<file path="src/sub_sfr_consts.svh">
// Purpose: constants for the subtract / special-page read / halt-entry execute block
// Assumes: byte addresses on AHB-Lite, one 32-bit word per register
// Notes: register offsets, field positions and the accumulator, flag, TO and PD reset values live here
`ifndef SUB_SFR_CONSTS_SVH
`define SUB_SFR_CONSTS_SVH
`define OFF_CMD        8'h00
`define OFF_ACC        8'h04
`define OFF_STATUS     8'h08
`define OFF_RESULT     8'h0C
`define OFF_SPR_WIN    8'h10
`define CMD_OP_LSB     0
`define CMD_OP_MSB     1
`define CMD_DEST_BIT   2
`define CMD_OPND_LSB   8
`define CMD_OPND_MSB   15
`define ST_C_BIT       0
`define ST_DC_BIT      1
`define ST_Z_BIT       2
`define ST_PD_N_BIT    3
`define ST_TO_N_BIT    4
`define ST_HALT_BIT    5
`define ACC_RST        8'h00
`define FLAGS_RST      3'h0
`define TO_N_RST       1'b1
`define PD_N_RST       1'b1
`define SPR_DEPTH      32
`define DREG_DEPTH     128
`endif

</file>
<file path="src/sub_sfr_pkg.sv">
// Purpose: types for the execute block
// Assumes: nothing
// Notes: opcode codes are the values software writes into the command field
package sub_sfr_pkg;
   typedef enum logic [1:0] {
      op_read_special_page_reg = 2'b00,
      op_subtract_register_op = 2'b01,
      op_subtract_immediate_op = 2'b10,
      op_sleep_entry = 2'b11
   } op_type;
endpackage

</file>
<file path="src/byte_ram.sv">
// Purpose: small byte memory with registered read data
// Assumes: one write port, one read port, same clock
// Notes: contents are not reset; read data is registered
`timescale 1ns/1ps
module byte_ram #(
   parameter int DEPTH = 128,
   parameter int AW = 7
) (
   input wire logic i_clk_sys,
   input wire logic i_nrst,
   input wire logic i_we,
   input wire logic [AW-1:0] i_waddr,
   input wire logic [7:0] i_wdata,
   input wire logic [AW-1:0] i_raddr,
   output logic [7:0] o_rdata
);
   logic [7:0] mem [DEPTH];
   always_ff @(posedge i_clk_sys) begin
      if (i_we) begin
         mem[i_waddr] <= i_wdata;
      end
   end
   always_ff @(posedge i_clk_sys or negedge i_nrst) begin
      if (!i_nrst) begin
         o_rdata <= 8'h00;
      end else begin
         o_rdata <= mem[i_raddr];
      end
   end
endmodule

</file>
<file path="src/subtract_sfr_read_halt_ops.sv">
// Purpose: execute four core instructions issued from AHB-Lite registers
// Assumes: one clock, core reset; watchdog and wake-up live outside
// Notes: special-page registers and data registers are AHB windows
`timescale 1ns/1ps
`include "sub_sfr_consts.svh"
module subtract_sfr_read_halt_ops (
   input wire logic i_clk_sys,
   input wire logic i_nrst,
   input wire logic i_hsel,
   input wire logic [11:0] i_haddr,
   input wire logic [1:0] i_htrans,
   input wire logic i_hwrite,
   input wire logic [2:0] i_hsize,
   input wire logic [31:0] i_hwdata,
   input wire logic i_hready,
   input wire logic i_wake,
   output logic [31:0] o_hrdata,
   output logic o_hreadyout,
   output logic o_hresp,
   output logic o_watchdog_clear,
   output logic o_halted,
   output logic [7:0] o_acc
);
   // phases: idle, op execute (waits for ram read), bus read data
   typedef enum logic [1:0] {
      st_idle = 2'b00,
      st_fetch = 2'b01,
      st_exec = 2'b10,
      st_rdata = 2'b11
   } ph_type;

   ph_type ph_q, ph_d;
   logic [11:0] addr_q;
   logic wr_q, rd_q;
   sub_sfr_pkg::op_type op_q;
   logic dest_q;
   logic [7:0] opnd_q;
   logic [7:0] acc_q;
   logic c_q, dc_q, z_q;
   logic to_n_q, pd_n_q, halt_q;
   logic [7:0] result_q;
   logic [31:0] hrdata_q;
   logic ready_q;

   function automatic logic [9:0] sub8(input logic [7:0] m, input logic [7:0] s);
      logic [4:0] lo;
      logic [8:0] full;
      lo = {1'b0, m[3:0]} + {1'b0, ~s[3:0]} + 5'h01;
      full = {1'b0, m} + {1'b0, ~s} + 9'h001;
      // {carry, digit carry, result}; carry is the inverted borrow
      sub8 = {full[8], lo[4], full[7:0]};
   endfunction

   wire addr_ph = i_hsel && i_hready && i_htrans[1];
   wire [11:0] a = addr_q;
   wire is_spr = a[11:8] == 4'h1;
   wire is_dreg = a[11:9] == 3'h1;
   wire bus_wr_spr = wr_q && is_spr && ph_q == st_idle && !ready_q;
   wire bus_wr_dreg = wr_q && is_dreg && ph_q == st_idle && !ready_q;
   wire cmd_wr = wr_q && a == {4'h0, `OFF_CMD} && ph_q == st_idle && !ready_q;
   wire [7:0] spr_rdata, dreg_rdata;
   wire [4:0] spr_raddr = (ph_q == st_idle) ? a[6:2] : opnd_q[4:0];
   wire [6:0] dreg_raddr = (ph_q == st_idle) ? a[8:2] : opnd_q[6:0];
   wire [7:0] minuend = (op_q == sub_sfr_pkg::op_subtract_immediate_op) ? opnd_q : dreg_rdata;
   wire [9:0] diff = sub8(minuend, acc_q);
   wire exec = ph_q == st_exec;
   wire is_sub = op_q == sub_sfr_pkg::op_subtract_register_op ||
      op_q == sub_sfr_pkg::op_subtract_immediate_op;
   wire wb_reg = exec && op_q == sub_sfr_pkg::op_subtract_register_op && dest_q;
   wire wb_acc = exec && (op_q == sub_sfr_pkg::op_read_special_page_reg ||
      op_q == sub_sfr_pkg::op_subtract_immediate_op ||
      (op_q == sub_sfr_pkg::op_subtract_register_op && !dest_q));
   wire [7:0] acc_src = (op_q == sub_sfr_pkg::op_read_special_page_reg) ? spr_rdata : diff[7:0];
   wire [7:0] status = {2'b00, halt_q, to_n_q, pd_n_q, z_q, dc_q, c_q};
   wire acc_wr_bus = wr_q && a == {4'h0, `OFF_ACC} && ph_q == st_idle && !ready_q;

   byte_ram #(.DEPTH(`SPR_DEPTH), .AW(5)) u_spr (
      .i_clk_sys(i_clk_sys),
      .i_nrst(i_nrst),
      .i_we(bus_wr_spr),
      .i_waddr(a[6:2]),
      .i_wdata(i_hwdata[7:0]),
      .i_raddr(spr_raddr),
      .o_rdata(spr_rdata)
   );
   byte_ram #(.DEPTH(`DREG_DEPTH), .AW(7)) u_dreg (
      .i_clk_sys(i_clk_sys),
      .i_nrst(i_nrst),
      .i_we(bus_wr_dreg || wb_reg),
      .i_waddr(wb_reg ? opnd_q[6:0] : a[8:2]),
      .i_wdata(wb_reg ? diff[7:0] : i_hwdata[7:0]),
      .i_raddr(dreg_raddr),
      .o_rdata(dreg_rdata)
   );

   // bus is held off while an operation runs so window writes cannot collide
   always_comb begin
      ph_d = ph_q;
      unique case (ph_q)
         st_idle: begin
            if (cmd_wr) begin
               ph_d = st_fetch;
            end else if (rd_q && !ready_q) begin
               ph_d = st_rdata;
            end
         end
         st_fetch: ph_d = st_exec;
         st_exec: ph_d = st_idle;
         st_rdata: ph_d = st_idle;
      endcase
   end

   always_ff @(posedge i_clk_sys or negedge i_nrst) begin
      if (!i_nrst) begin
         ph_q <= st_idle;
         addr_q <= 12'h000;
         wr_q <= 1'b0;
         rd_q <= 1'b0;
         ready_q <= 1'b1;
      end else begin
         ph_q <= ph_d;
         if (addr_ph && ready_q) begin
            addr_q <= i_haddr;
            wr_q <= i_hwrite;
            rd_q <= !i_hwrite;
            ready_q <= 1'b0;
         end else if (ph_d == st_idle && ph_q != st_idle) begin
            wr_q <= 1'b0;
            rd_q <= 1'b0;
            ready_q <= 1'b1;
         end else if (ph_q == st_idle && !ready_q && !cmd_wr && !rd_q) begin
            wr_q <= 1'b0;
            ready_q <= 1'b1;
         end
      end
   end

   always_ff @(posedge i_clk_sys or negedge i_nrst) begin
      if (!i_nrst) begin
         op_q <= sub_sfr_pkg::op_read_special_page_reg;
         dest_q <= 1'b0;
         opnd_q <= 8'h00;
      end else if (cmd_wr) begin
         op_q <= sub_sfr_pkg::op_type'(i_hwdata[`CMD_OP_MSB:`CMD_OP_LSB]);
         dest_q <= i_hwdata[`CMD_DEST_BIT];
         opnd_q <= i_hwdata[`CMD_OPND_MSB:`CMD_OPND_LSB];
      end
   end

   always_ff @(posedge i_clk_sys or negedge i_nrst) begin
      if (!i_nrst) begin
         acc_q <= `ACC_RST;
         {z_q, dc_q, c_q} <= `FLAGS_RST;
         result_q <= 8'h00;
      end else begin
         if (wb_acc) begin
            acc_q <= acc_src;
         end else if (acc_wr_bus) begin
            acc_q <= i_hwdata[7:0];
         end
         if (exec && is_sub) begin
            c_q <= diff[9];
            dc_q <= diff[8];
            z_q <= diff[7:0] == 8'h00;
            result_q <= diff[7:0];
         end
      end
   end

   // halt holds until the outside wake level, already synchronous to this clock
   always_ff @(posedge i_clk_sys or negedge i_nrst) begin
      if (!i_nrst) begin
         to_n_q <= `TO_N_RST;
         pd_n_q <= `PD_N_RST;
         halt_q <= 1'b0;
      end else begin
         if (exec && op_q == sub_sfr_pkg::op_sleep_entry) begin
            to_n_q <= 1'b1;
            pd_n_q <= 1'b0;
            halt_q <= 1'b1;
         end else if (i_wake) begin
            halt_q <= 1'b0;
         end
      end
   end

   wire [31:0] rd_mux =
      (a == {4'h0, `OFF_ACC}) ? {24'h0, acc_q} :
      (a == {4'h0, `OFF_STATUS}) ? {24'h0, status} :
      (a == {4'h0, `OFF_RESULT}) ? {24'h0, result_q} :
      (a == {4'h0, `OFF_CMD}) ? {16'h0, opnd_q, 5'h00, dest_q, op_q} :
      is_spr ? {24'h0, spr_rdata} :
      is_dreg ? {24'h0, dreg_rdata} : 32'h0;

   always_ff @(posedge i_clk_sys or negedge i_nrst) begin
      if (!i_nrst) begin
         hrdata_q <= 32'h0;
      end else if (ph_q == st_rdata) begin
         hrdata_q <= rd_mux;
      end
   end

   always_ff @(posedge i_clk_sys or negedge i_nrst) begin
      if (!i_nrst) begin
         o_hreadyout <= 1'b1;
         o_hresp <= 1'b0;
         o_hrdata <= 32'h0;
         o_watchdog_clear <= 1'b0;
         o_halted <= 1'b0;
         o_acc <= 8'h00;
      end else begin
         o_hreadyout <= (addr_ph && ready_q) ? 1'b0 :
            ((ph_d == st_idle && ph_q != st_idle) ||
             (ph_q == st_idle && !ready_q && !cmd_wr && !rd_q)) ? 1'b1 : o_hreadyout;
         o_hresp <= 1'b0;
         o_hrdata <= (ph_q == st_rdata) ? rd_mux : hrdata_q;
         o_watchdog_clear <= exec && op_q == sub_sfr_pkg::op_sleep_entry;
         o_halted <= halt_q;
         o_acc <= acc_q;
      end
   end
endmodule
</file>
<file path="config.mk">
export PLATFORM = sky130hd
export DESIGN_NAME = subtract_sfr_read_halt_ops
export DESIGN_NICKNAME = d
export VERILOG_FILES = /design/src/sub_sfr_pkg.sv /design/src/byte_ram.sv /design/src/subtract_sfr_read_halt_ops.sv
export VERILOG_INCLUDE_DIRS = /design/src /design/src/src
export SDC_FILE = /design/constraint.sdc
export NUM_CORES = 2
export LEC_CHECK = 0
export BUFFER_PORTS_ARGS = -buffer_cell sky130_fd_sc_hd__buf_4
export CAP_MARGIN = 0
export CORE_MARGIN = 2
export CORE_UTILIZATION = 50
export CTS_CLUSTER_SIZE = 40
export DETAILED_ROUTE_END_ITERATION = 7
export GPL_TIMING_DRIVEN = 0
export PLACE_DENSITY = 0.73
export SLEW_MARGIN = 20
export SYNTH_ARGS = -nofsm -noshare
export SYNTH_HDL_FRONTEND = slang
export SYNTH_SLANG_ARGS = --single-unit
</file>
<file path="constraint.sdc">
create_clock -name i_clk_sys -period 8.6 [get_ports i_clk_sys]
set_input_delay 1.72 -clock i_clk_sys [delete_from_list [all_inputs] [get_ports i_clk_sys]]
set_output_delay 1.72 -clock i_clk_sys [all_outputs]
set_load 0.1 [all_outputs]
</file>
==> impl_metrics.py <==
metrics = {
    "critical_path": {
        "critical_path_arrival_ps": 6070,
        "worst_ep_required_time_ps": 9240,
        "end_kind": "flip-flop",
        "criticalPathCategory": "flip-flop to flip-flop",
        "critPathLaunchType": "flip-flop",
        "cp.depth": 11,
        "critPathMaxFanout": 10,
        "critPathBufInv": 3,
        "path_delay_family": "compound AO/OA/AOI/OAI gates",
        "worstSetupStartpoint": "ph_q[0]",
        "worst_r2r_path_depth": 11,
        "timing.critical_path.cells": "buf_2 -> o21ai_1 -> a21boi_2 -> nor2_1 -> clkbuf_1 -> clkbuf_1 -> a32oi_1 -> a31oi_1 -> a2111oi_0 -> nand3_1 -> nor2_1",
        "r2r-start": "ph_q[0]",
        "cp_slowest_stage_delay_ps": 1040,
        "timing.critical_path.slowest_stage_cell": "a2111oi_0",
    },
    "timing": {
        "finalSetupTns_ps": 0,
        "min_period_over_period_pct": 63.2,
        "worst_slew_margin_rel_pct": 14.3,
        "fin_worst_skew_ps": 27.2,
        "finalWorstPathRequiredPeriod_ps": 5430,
        "report.final.hold_viol_count": 0,
        "rsz0062_at_grt": "no",
        "max_freq_mhz": 184,
        "timing.final.setup_violations": 0,
        "finalWorstSetupSlack_ps": 3170,
        "max_slew.worst_pin.slew_ps": 1280,
        "report.final.slew_viol_count": 0,
    },
    "placed_design": {
        "pre_cts_slack_ps": 3750,
        "hpwl_um": 118000,
        "placedCellCount": 5175,
        "io_buffer_count": 61,
        "place.gp.congestion": 1.04,
    },
    "cts": {
        "clock_sink_count": 1371,
        "post_cts_hold_buffer_count": 0,
        "cts_inserted_buffers": 137,
        "postCtsSetupBuffers": 0,
        "worstSkewPairLatency_ps": 780,
        "clock_pin_slew_of_the_registers_on_the_worst_case_setup_and_hold_paths_ps": 60,
        "cts_repair_resize_count": 0,
        "cts_tree": "yes",
        "clock_path_buffers": 3,
        "h-tree-depth": 4,
        "cts_root_buf": "clkbuf_16",
    },
    "final_layout": {
        "finish.net_count": 3968,
        "final_cells": 5424,
        "layout_area_overhead_pct": 14.2,
        "final_util_pct": 57.6,
        "drive_gt1_share_pct": 15.2,
    },
    "power_and_ir_drop": {
        "internal-power_w": 0.0135,
        "vdd.ir_drop.worst_uv": 221,
        "net-switching-power_w": 0.00981,
        "switching_share_pct": 42.1,
        "share_seq_of_total_power_pct": 32.4,
        "comb_power_share_pct": 42.2,
        "cellLeakagePower_nw": 21.3,
        "share_clk_of_total_power_pct": 25.4,
        "power_per_cell_area_nw_per_um2": 371,
    },
    "grt": {
        "grt_overflow_total": 0,
        "number_of_antenna_violations_at_the_first_check_in_global_routing": 6,
        "maximum_number_of_pins_on_one_net_before_global_route_repair": 92,
        "grt_pass1_vias": 33800,
        "wire_length_of_the_first_global_routing_pass_um": 243000,
        "globalRouteTotalUtil_pct": 30.9,
    },
    "detailed_routing": {
        "antenna_left": 0,
        "detailedRoute.firstPassIterationCount": 8,
        "vias": 35700,
        "wl_per_cell_um": 32.2,
        "drc": 0,
        "via_per_inst": 6.59,
        "drt_iter0_markers": 6302,
        "drt_wl_total_um": 175000,
    },
    "hold_path": {
        "hold_path.class": "flip-flop to flip-flop",
        "hold_path_cell_cnt": 0,
        "worstHoldStart": "halt_q",
    },
    "die": {
        "initial_core_util_pct": 50.4,
        "dieArea_um2": 112000,
        "placeableCoreArea_um2": 109000,
        "die_w_um": 335,
        "fp.dieH_um": 335,
        "io-pin-count": 99,
        "rows": 121,
    },
    "yosys": {
        "synth_cell_type_count": 71,
        "synth_edf_count": 1280,
        "ys_top_cells_by_area": "edfxtp_1 (70%), nand2_1 (5.3%), mux4_2 (4.3%)",
        "ys_ff_latch": 1371,
        "yosysWarningCount": 0,
        "yosys.cell_count.top_type": "edfxtp_1",
        "area_share_of_the_largest_cell_type_after_synthesis_pct": 70.0,
        "seq_area_frac_synth_pct": 74.2,
        "syn_area_um2": 54900,
        "netlist_instances": 3647,
        "synth_largest_area_cell": "edfxtp_1",
        "postSynthAreaPerCell_um2": 15.1,
        "commonest_cells_in_the_netlist": "edfxtp_1 (1,280), nand2_1 (782), nand3_1 (300)",
        "postSynth.topFlopCell": "edfxtp_1",
        "synth-async-reset-ratio_pct": 6.64,
    },
    "flow_run": {
        "timing.max_cap.violations": 0,
    },
    "run_status": {
        "run_status": "finished clean",
    },
}
power by group through the flow:
stage	sequential [W]	clock [W]	combinational (W)
4_1_cts	0.00755	0.00590	0.00933
2_1_floorplan	0.00785	0	0.00510
6_report	0.00755	0.00591	0.00982
3_5_place_dp	0.00769	0	0.00926
3_3_place_gp	0.00774	0	0.00906
5_1_grt	0.00756	0.00616	0.00992
routing by layer:
layer  up-vias  global-route usage [%]  wire length (um)
met2      3018                    45.8             76800
met1     17800                    41.3             62400
li1      14400                       -                 -
met3       563                    10.1             25600
met5         -                       0                27
met4         4                    15.1              9750
registers in the layout (all words and copies together), names as in the netlist, 12 cells and up:
register    flops
hrdata_q       16
u_spr.mem     256
u_dreg.mem   1024
a              12
cells in the final DEF (no fill, tap or decap), drive strengths merged, types with 41 or more instances in the layout:
cell and instances:
mux4 118, a32oi 96, clkinv 55, nand2 785
a31oi 57, dfrtp 89, clkbuf 241, o21ai 66
a21oi 41, nor2 209, buf 257, mux2i 114
edfxtp 1280, nand3 300
final timing paths:
| kind | slack [ps] | to |
|---|---|---|
| setup / recovery | 3170 | u_dreg.o_rdata[4] |
| hold / removal | 380 | o_halted |
| setup reg to reg | 3170 | u_dreg.o_rdata[4] |
| hold reg to reg | 380 | o_halted |
| max in group asynchronous | 6940 | hrdata_q[9] |
| min in group asynchronous | 1020 | a[5] |
worst register-to-register path, cell delays in order (launching register included):
cell,delay (ps)
dfrtp_1,410
buf_2,200
o21ai_1,180
a21boi_2,930
nor2_1,220
clkbuf_1,550
clkbuf_1,640
a32oi_1,360
a31oi_1,250
a2111oi_0,1050
nand3_1,190
nor2_1,320
cells by family (layout without fill, tap and decap cells):
logic type,Yosys count,count (layout),share of synthesized area [%]
buf+inv,246,589,2.39
other cells,1,21,0.00683
mux,264,264,7.66
fa+ha+maj,13,13,0.310
flops,1371,1371,74.2
compound gates,358,358,4.68
simple gates,1389,1389,10.7
xor+xnor,5,5,0.0798
through the flow:
| step | instance area [um^2] | hold slack, ps | total power, W |
|---|---|---|---|
| after floorplan | 55000 | 354 | 0.0129 |
| after global placement | 57200 | 360 | 0.0168 |
| after detailed placement | 58300 | 366 | 0.0170 |
| after CTS | 62700 | 380 | 0.0228 |
| after global routing | 62700 | 397 | 0.0236 |
| final | 62700 | 376 | 0.0233 |
cell type report:
| cell class | count | area, um^2 |
|---|---|---|
| fillers | 8127 | 46200 |
| multi-input cells | 2046 | 13100 |
| clock buffers | 174 | 3700 |
| well taps | 1414 | 1770 |
| flip-flops and latches | 1371 | 40700 |
| inverters | 20 | 75.1 |
| plain buffers | 226 | 1240 |
| clock inverters | 71 | 702 |
| repair buffers | 98 | 1420 |
| diodes | 4 | 10.0 |
No activity file was read; power rests on OpenSTA's default activity.
